**src/core/sxsalu_map.svh**
```systemverilog
// constants of the subtract, xor and swap datapath
// assumes inclusion by bare name from files under core/
`ifndef SXSALU_MAP_SVH
`define SXSALU_MAP_SVH

// operation encodings on op_code
`define SXSALU_OP_NONE      3'h0
`define SXSALU_OP_LIT_SUB   3'h1
`define SXSALU_OP_FILE_SUB  3'h2
`define SXSALU_OP_XOR_LIT   3'h3
`define SXSALU_OP_XOR_FILE  3'h4
`define SXSALU_OP_NIB_SWAP  3'h5

// target select values
`define SXSALU_DEST_ACC     1'b0
`define SXSALU_DEST_FILE    1'b1

// datapath geometry
`define SXSALU_DATA_W       8
`define SXSALU_ADDR_W       7
`define SXSALU_NIB_W        4

// reset values
`define SXSALU_ACC_RST      8'h00
`define SXSALU_ADDR_RST     7'h00
`define SXSALU_FLAG_RST     1'b0

`endif

```
**src/core/sxsalu_pkg.sv**
```systemverilog
// types of the subtract, xor and swap datapath
// assumes sxsalu_map.svh is on the include path
`include "sxsalu_map.svh"

package sxsalu_pkg;

  // operation selected by the decoder
  typedef enum logic [2:0] {
    SXSALU_NONE     = `SXSALU_OP_NONE,
    SXSALU_LIT_SUB  = `SXSALU_OP_LIT_SUB,
    SXSALU_FILE_SUB = `SXSALU_OP_FILE_SUB,
    SXSALU_XOR_LIT  = `SXSALU_OP_XOR_LIT,
    SXSALU_XOR_FILE = `SXSALU_OP_XOR_FILE,
    SXSALU_NIB_SWAP = `SXSALU_OP_NIB_SWAP
  } sxsalu_op_t;

endpackage

```
**src/core/sxsalu_sub.sv**
```systemverilog
// two's complement subtractor with inverse-borrow outputs
// assumes operands are stable within the cycle; purely combinational
`timescale 1ns/1ps

module sxsalu_sub #(
  parameter int WIDTH = 8,
  parameter int NIB   = 4
) (
  input  wire logic [WIDTH-1:0] minuend,
  input  wire logic [WIDTH-1:0] subtrahend,
  output logic      [WIDTH-1:0] diff,
  output logic                  no_borrow,
  output logic                  no_borrow_low
);

  logic [WIDTH:0] full_sum;
  logic [NIB:0]   low_sum;

  // minuend plus inverted subtrahend plus one; top bit is inverse borrow
  assign full_sum = {1'b0, minuend} + {1'b0, ~subtrahend}
                  + {{WIDTH{1'b0}}, 1'b1};
  assign low_sum  = {1'b0, minuend[NIB-1:0]} + {1'b0, ~subtrahend[NIB-1:0]}
                  + {{NIB{1'b0}}, 1'b1};

  // outputs of the subtraction
  assign diff          = full_sum[WIDTH-1:0];
  assign no_borrow     = full_sum[WIDTH];
  assign no_borrow_low = low_sum[NIB];

endmodule

```
**src/core/sxsalu_core.sv**
```systemverilog
// execution datapath for subtract, xor and nibble swap operations
// assumes the decoder holds op inputs valid for one cycle and the file
// register array presents file_rdata for file_addr in that same cycle
//
// Summary of operation
// - literal_minus_acc puts literal minus accumulator into the acc.
// - file_minus_acc computes file register minus accumulator.
// - file operand results go to the acc on select 0, to the file on 1.
// - xor_literal_acc xors the literal into the acc, touching only zero.
// - xor_file_acc xors acc with file, routes by select, zero only.
// - nibble_exchange swaps the low and high nibbles of the file byte.
// - nibble_exchange routes by select and leaves every flag alone.
`timescale 1ns/1ps
`include "sxsalu_map.svh"

module sxsalu_core #(
  parameter int DATA_W = `SXSALU_DATA_W,
  parameter int ADDR_W = `SXSALU_ADDR_W,
  parameter int NIB_W  = `SXSALU_NIB_W
) (
  input  wire logic                       clk,
  input  wire logic                       arst_n,
  input  wire logic                       op_valid,
  input  wire sxsalu_pkg::sxsalu_op_t     op_code,
  input  wire logic [DATA_W-1:0]          literal,
  input  wire logic [ADDR_W-1:0]          file_addr,
  input  wire logic                       dest_sel,
  input  wire logic [DATA_W-1:0]          file_rdata,
  output logic      [DATA_W-1:0]          acc,
  output logic                            carry,
  output logic                            half_borrow_inverse_bit,
  output logic                            zero,
  output logic                            file_we,
  output logic      [ADDR_W-1:0]          file_waddr,
  output logic      [DATA_W-1:0]          file_wdata,
  output logic                            done
);
  import sxsalu_pkg::*;

  logic [DATA_W-1:0] acc_r;
  logic [DATA_W-1:0] acc_nxt;
  logic              carry_r;
  logic              carry_nxt;
  logic              hbi_r;
  logic              hbi_nxt;
  logic              zero_r;
  logic              zero_nxt;
  logic              we_r;
  logic              we_nxt;
  logic [ADDR_W-1:0] waddr_r;
  logic [ADDR_W-1:0] waddr_nxt;
  logic [DATA_W-1:0] wdata_r;
  logic [DATA_W-1:0] wdata_nxt;
  logic              done_r;
  logic              done_nxt;

  logic [DATA_W-1:0] minuend;
  logic [DATA_W-1:0] diff;
  logic              no_borrow;
  logic              no_borrow_low;
  logic [DATA_W-1:0] result;
  logic              legal;
  logic              to_file;
  logic              is_sub;
  logic              is_xor;

  // minuend is the literal for the literal form, else the file byte
  assign minuend = (op_code == SXSALU_LIT_SUB) ? literal : file_rdata;

  // shared subtractor for both subtract forms
  sxsalu_sub #(
    .WIDTH (DATA_W),
    .NIB   (NIB_W)
  ) u_sub (
    .minuend       (minuend),
    .subtrahend    (acc_r),
    .diff          (diff),
    .no_borrow     (no_borrow),
    .no_borrow_low (no_borrow_low)
  );

  // operation decode, result select and destination
  always_comb begin
    result  = diff;
    legal   = 1'b0;
    to_file = 1'b0;
    is_sub  = 1'b0;
    is_xor  = 1'b0;
    unique case (op_code)
      SXSALU_LIT_SUB: begin
        result = diff;
        legal  = 1'b1;
        is_sub = 1'b1;
      end
      SXSALU_FILE_SUB: begin
        result  = diff;
        legal   = 1'b1;
        is_sub  = 1'b1;
        to_file = (dest_sel == `SXSALU_DEST_FILE);
      end
      SXSALU_XOR_LIT: begin
        result = acc_r ^ literal;
        legal  = 1'b1;
        is_xor = 1'b1;
      end
      SXSALU_XOR_FILE: begin
        result  = acc_r ^ file_rdata;
        legal   = 1'b1;
        is_xor  = 1'b1;
        to_file = (dest_sel == `SXSALU_DEST_FILE);
      end
      SXSALU_NIB_SWAP: begin
        result  = {file_rdata[NIB_W-1:0],
                   file_rdata[DATA_W-1:NIB_W]};
        legal   = 1'b1;
        to_file = (dest_sel == `SXSALU_DEST_FILE);
      end
      default: begin
        legal = 1'b0; // unused codes are ignored
      end
    endcase
  end

  // next state of accumulator, flags and file write port
  always_comb begin
    acc_nxt   = acc_r;
    carry_nxt = carry_r;
    hbi_nxt   = hbi_r;
    zero_nxt  = zero_r;
    we_nxt    = 1'b0;
    waddr_nxt = waddr_r;
    wdata_nxt = wdata_r;
    done_nxt  = 1'b0;
    if (op_valid && legal) begin
      done_nxt = 1'b1;
      if (to_file) begin
        we_nxt    = 1'b1;
        waddr_nxt = file_addr;
        wdata_nxt = result;
      end else begin
        acc_nxt = result;
      end
      if (is_sub) begin
        carry_nxt = no_borrow;
        hbi_nxt   = no_borrow_low;
      end
      if (is_sub || is_xor) begin
        zero_nxt = (result == {DATA_W{1'b0}});
      end
    end
  end

  // state registers
  always_ff @(posedge clk or negedge arst_n) begin
    if (!arst_n) begin
      acc_r   <= `SXSALU_ACC_RST;
      carry_r <= `SXSALU_FLAG_RST;
      hbi_r   <= `SXSALU_FLAG_RST;
      zero_r  <= `SXSALU_FLAG_RST;
      we_r    <= 1'b0;
      waddr_r <= `SXSALU_ADDR_RST;
      wdata_r <= `SXSALU_ACC_RST;
      done_r  <= 1'b0;
    end else begin
      acc_r   <= acc_nxt;
      carry_r <= carry_nxt;
      hbi_r   <= hbi_nxt;
      zero_r  <= zero_nxt;
      we_r    <= we_nxt;
      waddr_r <= waddr_nxt;
      wdata_r <= wdata_nxt;
      done_r  <= done_nxt;
    end
  end

  // outputs straight from registers
  assign acc                     = acc_r;
  assign carry                   = carry_r;
  assign half_borrow_inverse_bit = hbi_r;
  assign zero                    = zero_r;
  assign file_we                 = we_r;
  assign file_waddr              = waddr_r;
  assign file_wdata              = wdata_r;
  assign done                    = done_r;

  // helpers for checks on the low nibbles
  logic [NIB_W-1:0] acc_low;
  logic [NIB_W-1:0] min_low;
  assign acc_low = acc_r[NIB_W-1:0];
  assign min_low = minuend[NIB_W-1:0];
endmodule

```
**config.mk**
```make
export PLATFORM = sky130hd
export DESIGN_NAME = sxsalu_core
export DESIGN_NICKNAME = d
export VERILOG_FILES = /design/src/core/sxsalu_pkg.sv /design/src/core/sxsalu_sub.sv /design/src/core/sxsalu_core.sv
export VERILOG_INCLUDE_DIRS = /design/src /design/src/core
export SDC_FILE = /design/constraint.sdc
export NUM_CORES = 1
export LEC_CHECK = 0
export BUFFER_PORTS_ARGS = -buffer_cell sky130_fd_sc_hd__clkbuf_2
export CAP_MARGIN = 20
export CORE_UTILIZATION = 30
export DETAILED_ROUTE_END_ITERATION = 10
export GPL_TIMING_DRIVEN = 0
export SYNTH_ARGS = -nofsm -noshare
export SYNTH_HDL_FRONTEND = slang
export SYNTH_SLANG_ARGS = --single-unit
```
**constraint.sdc**
```tcl
create_clock -name clk -period 3.3 [get_ports clk]
set_input_delay 0.66 -clock clk [delete_from_list [all_inputs] [get_ports clk]]
set_output_delay 0.66 -clock clk [all_outputs]
set_load 0.03 [all_outputs]
```
# Word level (Yosys, flattened, before mapping)
# Cells that the tools add are included.
# op_classes
bitwise_logic,5
n_mux,9
n_addsub,4
eq_ne,5
n_reduce_logical,11
# ops
op,n
8-bit one-hot mux with 3 select lines,1
8-bit bitwise XOR,2
8-bit by 8-bit adder with 9-bit output,1
9-bit by 1-bit adder with 9-bit output (second input constant),1
8-bit logical NOT,1
8-bit two-way mux,1
8-bit NOT,1
2-bit AND reduction,4
1-bit two-way mux,7
3-bit by 2-bit == test with 1-bit output (second input constant),2
3-bit == test (second input constant),2
4-bit by 4-bit adder with 5-bit output,1
5-bit by 1-bit adder with 5-bit output (second input constant),1
5-bit OR reduction,1
4-bit NOT,1
2-bit OR reduction,2
3-bit by 1-bit == test with 1-bit output (second input constant),1
3-bit OR reduction,1
1-bit logical AND,1
1-bit logical OR,1
1-bit NOT,1
# totals
regBits,28
inputBits,30
out_inout_bits,28

# Depth between registers and ports, before layout
# Gate-level depths: netlist of run 1.
# logic_depth
ltp_word,6
ltp_mapped,14
depth_no_buf,12

# Cells and area by module
# A second synthesis of run 1 with hierarchy kept.
# unflattened
hier_cells,224
area_unflattened_um2,2139.6
# by_module_without_submodules
module,seq_area_each_um2,n_inst,area_per_inst_um2,cells_per_inst
sxsalu_core,700.7,1,1784.2,178
sxsalu_sub,0.0,1,355.3,46

# Worst setup path after synthesis of run 1
# OpenSTA, ideal clock, no wires.
# synth_timing
path_type,input -> register
from,input port op_code[2]
to,"register zero_r, in the netlist zero"
setup_time_ns,0.066
arrival_time_ns,3.366
cell_stages,14
path_buffers,2
setup_slack_ns,-0.132
path_cell_list,buf_6 -> nor2b_1 -> and2_1 -> clkbuf_1 -> mux2i_1 -> ha_1 -> inv_1 -> fa_1 -> nand3_1 -> a21oi_1 -> or3_2 -> a31oi_2 -> and4_1 -> a31o_1
# synth_via
elab_chain_len,6
elab_cells_between_ends,19
classes_between,add/sub: 2; eq/ne: 5; mux: 5; reduce/logical: 7
# synth_rtl
element,line_no,source
start: declaration,sxsalu_core.sv:24,"input wire sxsalu_pkg::sxsalu_op_t op_code,"
3-bit by 1-bit == test with 1-bit output,"sxsalu_core.sv:68, sxsalu_core.sv:89",
8-bit two-way mux,sxsalu_core.sv:68,assign minuend = (op_code == SXSALU_LIT_SUB) ? literal : file_rdata;
8-bit by 8-bit adder with 9-bit output,sxsalu_sub.sv:20,"assign full_sum = {1'b0, minuend} + {1'b0, ~subtrahend}"
9-bit by 1-bit adder with 9-bit output,sxsalu_sub.sv:21,"+ {{WIDTH{1'b0}}, 1'b1};"
8-bit one-hot mux with 3 select lines,sxsalu_core.sv:89,unique case (op_code)
8-bit logical NOT,sxsalu_core.sv:148,zero_nxt = (result == {DATA_W{1'b0}});
end signal: assignment,sxsalu_core.sv:159,zero_r <= `SXSALU_FLAG_RST;
end signal: assignment,sxsalu_core.sv:168,zero_r <= zero_nxt;
end: declaration,sxsalu_core.sv:46,logic zero_r;
# Several ways; a longest one is shown, not always the timed one.
# A chain may end at the register's enable or synchronous reset.

# Worst setup path after layout of run 1
# Ends and elaborated chain as after synthesis.

==> run metrics, run 1 <==
Final Setup Violations 0; most common library cells after synthesis 28 x dfrtp_1, 16 x a21oi_1, 15 x nand2_1, 14 x nor2_1; clock-pin transition on the worst setup and hold timing paths 90 ps; M3 GR Usage 0.01978; EDFF count, synth 0; area fraction of the dominant cell type after synthesis 0.3590; clk sinks 28; CP arrival 3360 ps; r2r setup slk 910 ps; Tot GR Track Use 0.1634; placed cells 337; Max Root-Sink Buffers 2; Total Wirelength 5350 um; TritonCTS Buffers 3; ANT nets after route 0; Pre-Repair DR Iteration Count 4; final worst path period share 0.9678; HPWL Detailed 4082 um; area of the mapped netlist 1952 um2; synth top area cells dfrtp_1 36%, mux2_2 7.5%, ha_1 5.8%; IO Port Bufs 57; ant diodes 0; slowest stage delay, CP 400 ps; DRC 0; clk_skew 3.034 ps; Post-Layout Cell Count 348; FFs w/ async S/R, synth 1.000; Max Fanout on Critical Path 10; gr busiest metal met2; I/O pins 58; Critical Path, Cell by Cell clkbuf_2 -> buf_6 -> nor2b_4 -> and2_4 -> buf_8 -> buf_12 -> mux2_2 -> ha_2 -> o21a_1 -> o31ai_4 -> a2111oi_4 -> or3_4 -> a31oi_4 -> a31o_1; Post-Syn Area per Cell 9.615 um2; Max-Cap Viols 0; WL per Instance 15.37 um; Top FF cell, synth dfrtp_1; antenna violations before repair 0; Final nets 312; HP Class in2async; Max Slew Vio Count 0; vias per cell 5.170; outcome finished, final reports clean; core area 6314 um2; vias in the first global route 1756; Synth area leader dfrtp_1; critical path's slowest cell a2111oi_4; CTS root buf clkbuf_8; CTS tree done; met2 GRT Util 0.2689; most common cell in the synthesized netlist dfrtp_1; post-layout min period 3194 ps; Achievable Freq 0.3131 GHz; die area 6833 um2; YS warnings 0; layout cells sized above 1 0.4207; largest net degree at the start of global routing 29; CP Capture Type flop; Leak 1.208 nW; Placer Congestion 0.7863; worst skew pair latency 270 ps; first-pass GRT wire length 8411 um; setup TNS 0 ps; synth-to-layout area growth 34.81%; final hold violation count 0; Synth Register Bits 28; CTS H-tree depth 1; die width 82.66 um; Power Density 782.0 nW/um2; Seq/Total Area, Yosys 0.3590; Gate Count Post-Synth 203; Mapped Nets 243; total global routing overflow 0; met1 usage 0.2210; data required time of the worst path 3470 ps; worst slew pin tran 678.4 ps; crit path kind in2reg; hold buffer count at CTS 0; post-synth cell types 54; Worst setup SP type input pin; worst vdd ir 0.0003763 V; Starting Density 0.3092; Final Util 0.4168; DR vias 1799; Starting DRT DRC Count 74; Cell Rows 29; Rel. slew slack 0.5477; die height 82.66 um
==> cell usage in the layout, fill, tap and decap left out, types with 2 or more instances in the layout <==
master    netlist  routed
mux2i_1         5       4
buf_6           2       2
ha_1            9       7
dfrtp_1        28      28
a221oi_1        4       2
and3b_2         2       2
xor2_1          9       9
nor3_1          2       2
o21ai_0        13      10
and4_1          2       2
clkbuf_2        0      57
a21oi_1        16      15
clkbuf_8        1       4
mux2_2         13      13
inv_1          13      13
xnor2_1         5       5
clkbuf_1        3       2
o22ai_1         5       5
buf_4           0       6
a221oi_2        1       3
a31oi_4         0       3
nor2_1         14      14
or3_4           0       2
nand2b_1        3       3
o21ai_1         1       4
and3_2          2       2
nor2b_4         1       2
nand2_1        15      15
==> critical path: cells and delay by family <==
family | cells | cell delay (ps)
AOI/OAI and AO/OA | 5 | 1000
buffers and inverters | 4 | 530
and+or+nand+nor | 3 | 460
adders and majority gates | 1 | 380
muxes | 1 | 330
==> routing by layer <==
layer	wire [um]	vias to the layer above
li1	-	878
met4	49	0
met5	0	-
met2	2545	63
met1	2441	852
met3	313	6
==> cells by family (layout without fill, tap and decap cells) <==
group / Yosys count / count (layout) / synth area share
DFF: 28 / 28 / 0.3590
muxes: 18 / 18 / 0.1006
and+or+nand+nor: 57 / 57 / 0.1654
AOI/OAI and AO/OA: 56 / 56 / 0.1923
adders and majority gates: 10 / 10 / 0.06795
buffers and inverters: 20 / 88 / 0.05192
xor gates and xnor gates: 14 / 14 / 0.06282
==> registers in the layout, summed over array words and instances, names as in the netlist <==
| signal | flops |
|---|---|
| half_borrow_inverse_bit | 1 |
| file_we | 1 |
| file_wdata | 8 |
| done | 1 |
| carry | 1 |
| file_waddr | 7 |
| acc | 8 |
| zero | 1 |
==> per-stage QoR <==
stage / setup slack [ps] / total power, W / hold WS [ps] / area [um2]
3_3_place_gp: -577.6 / 0.001577 / 492.1 / 2337
6_report: 106.2 / 0.002058 / 405.1 / 2631
2_1_floorplan: 22.25 / 0.001289 / 364.4 / 1956
5_1_grt: -7.281 / 0.002209 / 460.7 / 2631
3_5_place_dp: -561.2 / 0.001594 / 495.6 / 2337
4_1_cts: 12.65 / 0.001927 / 435.6 / 2474
==> worst paths after layout <==
check,from,to,depth (start not counted)
setup / recovery,op_code[2],zero$_DFFE_PN0P_,14
hold / removal,arst_n,file_wdata[6]$_DFFE_PN0P_,1
setup reg to reg,acc[0]$_DFFE_PN0P_,zero$_DFFE_PN0P_,9
hold reg to reg,file_waddr[1]$_DFFE_PN0P_,file_waddr[1]$_DFFE_PN0P_,1
max in group asynchronous,arst_n,file_wdata[1]$_DFFE_PN0P_,1
min in group clk,file_waddr[1]$_DFFE_PN0P_,file_waddr[1]$_DFFE_PN0P_,1
==> power by group <==
part | internal (W) | total [W] | switching [W]
Combinational | 0.000475 | 0.00122 | 0.000746
Clock | 0.000162 | 0.000266 | 0.000104
Sequential | 0.000460 | 0.000571 | 0.000111
==> layout make-up <==
class                           instances  area [um2]
Buffer                                  7       63.81
Timing Repair Buffer                   64       350.3
Multi-Input combinational cell        155        1300
Tap cell                               77       96.34
Clock buffer                            3       41.29
Inverter                               13       48.80
Fill cell                             670        3682
Clock inverter                          1       30.03
Sequential cell                        28       700.7
==> repair_timing <==
action / in CTS / in global routing
resized for setup: 11 / 20
setup endpoints to repair: 7 / 7
pin swaps: 1 / 8
setup buffers: 1 / 6
cloned: 0 / 0
Power figures use the tool's default switching activity.
==> run 2, diff against run 1 <==
==> constraint.sdc (replaced) <==
create_clock -name clk -period 3.08 [get_ports clk]
set_input_delay 0.616 -clock clk [delete_from_list [all_inputs] [get_ports clk]]
set_output_delay 0.616 -clock clk [all_outputs]
set_load 0.03 [all_outputs]
==> run 2 against run 1 <==
  * Clock-buffer cell count stayed put
  * Critical path depth stayed put
  * Final area shrank 0.81%
  * Power rose by 7.4%
  * Non-clock buffer count shrank 3
  * Flip-flop and latch count did not move
  * Sequential power grew 7.5%
  * Cell count down 0.86%
  * First-iteration DRC count rose by 6.8%
  * Clock skew is 5.1 ps higher
  * Via count fell by 2.3%
==> run metrics, run 2 (same netlist as run 1, synthesis figures left out) <==
outcome finished, final reports clean; Starting DRT DRC Count 79 (+6.8%); CP arrival 3270 ps (-90 ps); I/O pins 58 (unchanged); CTS H-tree depth 1 (unchanged); R2R cell count 10 (+1); Critical R2R Capture zero$_DFFE_PN0P_; worst vdd ir 0.0004189 V (+11%); total global routing overflow 0 (unchanged); final worst path period share 0.9911; Worst R2R Start acc[1]$_DFFE_PN0P_; TritonCTS Buffers 3 (unchanged); DRC 0 (unchanged); worst skew pair latency 270 ps (about the same); WL per Instance 15.53 um (+1.0%); antenna violations before repair 0 (unchanged); Leak 1.193 nW (-1.3%); first-pass GRT wire length 8500 um (+1.1%); most frequent cells in the layout 56 x clkbuf_2, 28 x dfrtp_1, 15 x nand2_1, 15 x a21oi_1, 14 x nor2_1; clk_skew 8.178 ps (+5.144 ps); Cell Rows 29 (unchanged); CTS tree done; ant diodes 0 (unchanged); die width 82.66 um (unchanged); HPWL Detailed 4057 um (-0.62%); core area 6314 um2 (unchanged); Final Setup Violations 0 (unchanged); Max Root-Sink Buffers 2 (unchanged); layout cells sized above 1 0.4291 (+0.008440); CP Capture Type flop; data required time of the worst path 3300 ps (-170 ps); Rel. slew slack 0.5421 (-0.005635); DR vias 1758 (-2.3%); ANT nets after route 0 (unchanged); leading cell type in the layout, fill and taps excluded clkbuf_2; synth-to-layout area growth 33.72%; dpl ws -537.2 ps (+24.05 ps); Tot GR Track Use 0.1645 (+0.001042); CTS root buf clkbuf_8; Power Density 847.1 nW/um2 (+8.3%); Pwr Total 0.002211 W (+7.4%); worst setup margin 27.29 ps (-78.93 ps); Worst setup SP type input pin; clock-pin transition on the worst setup and hold timing paths 100 ps (about the same); Fillers 652 (-2.7%); Achievable Freq 0.3276 GHz; final hold violation count 0 (unchanged); Starting Density 0.3092 (unchanged); die height 82.66 um (unchanged); largest net degree at the start of global routing 29 (unchanged); Total Wirelength 5358 um (+0.15%); post-layout min period 3053 ps; r2r setup slk 710 ps (-200 ps); IO Port Bufs 57 (unchanged); worst slew pin tran 686.9 ps (+8.452 ps); Max Slew Vio Count 0 (unchanged); vias per cell 5.096 (-1.4%); vias in the first global route 1749 (-0.40%); setup TNS 0 ps (unchanged); clk sinks 28 (unchanged); crit path kind in2reg; die area 6833 um2 (unchanged); hold buffer count at CTS 0 (unchanged); Placer Congestion 0.8014 (+1.9%); Max Fanout on Critical Path 6 (-4); Final nets 309 (-0.96%); Max-Cap Viols 0 (unchanged); Pre-Repair DR Iteration Count 4 (unchanged); HP Class in2async
==> run 2: where the power goes <==
group	switching [W]	internal [W]	total [W]
clock network	0.000109	0.000174	0.000283
registers	0.000123	0.000492	0.000614
logic	0.000798	0.000516	0.00131
==> run 2: area by class of cell <==
| class | instances | area (um2) | share of cell area |
|---|---|---|---|
| inverter | 13 | 48.80 | 0.01870 |
| tap | 77 | 96.34 | 0.03691 |
| clock inverter | 1 | 30.03 | 0.01151 |
| clock buffer | 3 | 41.29 | 0.01582 |
| sequential | 28 | 700.7 | 0.2685 |
| timing repair buffer | 62 | 322.8 | 0.1237 |
| buffer | 6 | 48.80 | 0.01870 |
| multi-input combinational | 155 | 1321 | 0.5062 |
==> run 2: per-layer routing <==
layer  global-route usage  vias to the layer above  wire length (um)
li1                     -                      870                 -
met1               0.2282                      819              2593
met2               0.2738                       63              2397
met3              0.01319                        6               291
met4              0.04310                        0                74
met5                    0                        -                 0
==> run 2: worst max path at each step <==
stage,to,startpoint,cells after the start,slack (ps)
6_report,zero$_DFFE_PN0P_,op_code[2],14,30
5_1_grt,file_wdata[5]$_DFFE_PN0P_,op_code[1],14,-70
4_1_cts,zero$_DFFE_PN0P_,op_code[2],13,20
3_5_place_dp,acc[7]$_DFFE_PN0P_,op_code[2],13,-540
3_3_place_gp,acc[7]$_DFFE_PN0P_,op_code[2],13,-460
2_1_floorplan,acc[7]$_DFFE_PN0P_,op_code[2],12,20
==> run 2: worst max-delay path: stages <==
cell	delay (ps)
buf_2	140
buf_6	130
nor2b_4	110
and2_4	220
mux2_4	330
ha_1	300
nor2b_2	190
o31ai_4	270
buf_4	190
a21oi_1	70
xor2_1	150
a221oi_2	240
buf_4	180
a31o_1	140
==> run 2: what timing repair did <==
| action | CTS | global route |
|---|---|---|
| resized for setup | 13 | 12 |
| pin swaps | 6 | 6 |
| setup buffers | 4 | 1 |
| endpoints found under the setup margin | 5 | 5 |
==> run 2: per-stage QoR <==
stage | instances | cell area (um2) | hold WS (ps) | utilization
6_report | 345 | 2610 | 366.9 | 0.4134
5_1_grt | 345 | 2610 | 422.4 | 0.4134
4_1_cts | 344 | 2536 | 392.1 | 0.4017
3_5_place_dp | 337 | 2379 | 495.1 | 0.3767
3_3_place_gp | 337 | 2379 | 492.2 | 0.3767
2_1_floorplan | 203 | 1997 | 320.4 | -
==> run 3, diff against run 2 <==
--- a/config.mk
+++ b/config.mk
@@ -11,6 +11,7 @@
 export CORE_UTILIZATION = 30
 export DETAILED_ROUTE_END_ITERATION = 10
 export GPL_TIMING_DRIVEN = 0
+export PLACE_DENSITY_LB_ADDON = 0.3
 export SYNTH_ARGS = -nofsm -noshare
 export SYNTH_HDL_FRONTEND = slang
 export SYNTH_SLANG_ARGS = --single-unit
==> constraint.sdc (replaced) <==
create_clock -name clk -period 3.08 [get_ports clk]
set_input_delay 0.154 -clock clk [delete_from_list [all_inputs] [get_ports clk]]
set_output_delay 0.154 -clock clk [all_outputs]
set_load 0.03 [all_outputs]
==> run 3 against run 2 <==
  * Cell count is 1.2% lower
  * Clock-buffer cell count is 1 higher
  * Sequential share of layout area is 2.1 points higher
  * Combinational power is 15% lower
  * Routed wire length is 1.5% lower
  * Maximum frequency is 5.4% higher
  * Clock power is 20% lower
  * Critical path type unchanged
  * Critical endpoint unchanged
  * Largest cell class unchanged
  * Largest power group unchanged
  * Highest routed layer unchanged
==> run metrics, run 3 (same netlist as run 1, synthesis figures left out) <==
outcome finished, final reports clean; setup TNS 0 ps (unchanged); Final Setup Violations 0 (unchanged); HP Class in2reg; HPWL Detailed 4074 um (+0.41%); final worst path period share 0.9406 (-0.05049); CTS root buf clkbuf_8; Final nets 305 (-1.3%); Power Density 803.1 nW/um2 (-5.2%); Final Util 0.3835 (-0.02993); ant diodes 0 (unchanged); CP Capture Type flop; antenna violations before repair 0 (unchanged); Worst setup SP type input pin; Max Fanout on Critical Path 10 (+4); vias per cell 5.167 (+1.4%); core area 6314 um2 (unchanged); layout cells sized above 1 0.3674 (-0.06168); WL per Instance 15.47 um (-0.39%); Max-Cap Viols 0 (unchanged); die width 82.66 um (unchanged); Max Slew Vio Count 0 (unchanged); Cell Rows 29 (unchanged); final hold violation count 0 (unchanged); TritonCTS Buffers 3 (unchanged); CTS H-tree depth 1 (unchanged); I/O pins 58 (unchanged); Starting DRT DRC Count 82 (+3.8%); die height 82.66 um (unchanged); worst vdd ir 0.0004801 V (+15%); ANT nets after route 0 (unchanged); worst skew pair latency 270 ps (about the same); most frequent cells in the layout 57 x clkbuf_2, 28 x dfrtp_1, 16 x a21oi_1; IO Port Bufs 57 (unchanged); CP arrival 3120 ps (-150 ps); largest net degree at the start of global routing 29 (unchanged); Rel. slew slack 0.5378 (-0.004266); Pre-Repair DR Iteration Count 4 (unchanged); Total Wirelength 5275 um (-1.5%); Achievable Freq 0.3452 GHz (+5.4%); buffer count from post-CTS setup fixing 0 (-4); Starting Density 0.3092 (unchanged); clk sinks 28 (unchanged); CTS tree done; Hold Worst Slack 103.7 ps (-263.2 ps); Leak 1.141 nW (-4.3%); crit path kind in2reg; clk_skew 1.731 ps (-6.447 ps); Tot GR Track Use 0.1607 (-0.003786); first-pass GRT wire length 8148 um (-4.1%); DR vias 1762 (+0.23%); data required time of the worst path 3300 ps (about the same); leading cell type in the layout, fill and taps excluded clkbuf_2; vias in the first global route 1714 (-2.0%); clock-pin transition on the worst setup and hold timing paths 90 ps (about the same); total global routing overflow 0 (unchanged); die area 6833 um2 (unchanged); worst slew pin tran 693.3 ps (+6.398 ps); Max Root-Sink Buffers 2 (unchanged); synth-to-layout area growth 24.04%; post-layout min period 2897 ps (-155.5 ps); Placer Congestion 0.8492 (+6.0%); DRC 0 (unchanged)
-- run 3: cell types whose count changed in the layout (fill, tap and decap cells not counted), sizes merged --
| cell | delta |
|---|---|
| buf | -6 |
| clkbuf | +2 |
| bufinv | -1 |
| dlygate4sd3 | +1 |
-- run 3: cell type report --
class	count	area, um2
inverter	13	48.80
multi-input combinational	155	1176
tap	77	96.34
timing repair buffer	58	295.3
fill	659	3892
sequential	28	700.7
clock buffer	4	55.05
buffer	6	48.80
-- run 3: worst paths after layout --
kind | slack [ps] | endpoint | depth (start not counted) | start
hold reg to reg | 520 | file_waddr[3]$_DFFE_PN0P_ | 1 | file_waddr[3]$_DFFE_PN0P_
max in group asynchronous | 2200 | acc[3]$_DFFE_PN0P_ | 2 | arst_n
min in group asynchronous | 440 | file_we$_DFF_PN0_ | 2 | arst_n
setup reg to reg | 580 | zero$_DFFE_PN0P_ | 9 | acc[0]$_DFFE_PN0P_
hold / removal | 100 | file_waddr[3]$_DFFE_PN0P_ | 2 | file_addr[3]
setup / recovery | 180 | zero$_DFFE_PN0P_ | 12 | op_code[2]
-- run 3: metal layers --
layer | vias up | part of all wire | GRT usage
met4 | 0 | 0.015 | 0.05345
met1 | 844 | 0.45 | 0.2090
met2 | 54 | 0.46 | 0.2721
met5 | - | 0 | 0
li1 | 857 | - | -
met3 | 7 | 0.069 | 0.02198
-- run 3: stage by stage --
| step | setup slack (ps) | instance area [um2] | std cells | power, W |
|---|---|---|---|---|
| 2_1_floorplan | 154.5 | 1952 | 203 | 0.001381 |
| 3_3_place_gp | -546.8 | 2333 | 337 | 0.001690 |
| 3_5_place_dp | -542.9 | 2333 | 337 | 0.001700 |
| 4_1_cts | 20.36 | 2396 | 341 | 0.001938 |
| 5_1_grt | -76.19 | 2421 | 341 | 0.002104 |
| 6_report | 182.8 | 2421 | 341 | 0.001944 |
-- run 3: what timing repair did --
| item | in CTS | in global routing |
|---|---|---|
| gates resized for setup | 1 | 5 |
| pin swaps | 0 | 1 |
| hold buffers | 1 | 0 |
| setup endpoints to repair | 5 | 3 |
| endpoints found under the hold margin | 28 | 0 |
-- run 3: where the power goes --
part / internal, W / switching, W
sequential: 0.000493 / 0.000121
combinational: 0.000407 / 0.000699
clock: 0.000115 / 0.000111
total: 0.00101 / 0.000930
-- run 3: critical path, stage by stage --
cell and delay (ps):
clkbuf_2 140, buf_6 160, nor2b_1 180, and2_4 270, mux2_2 350, ha_1 320
a21oi_1 320, a21oi_1 130, or3_2 490, a31oi_4 230, and4_1 230, a31o_1 140
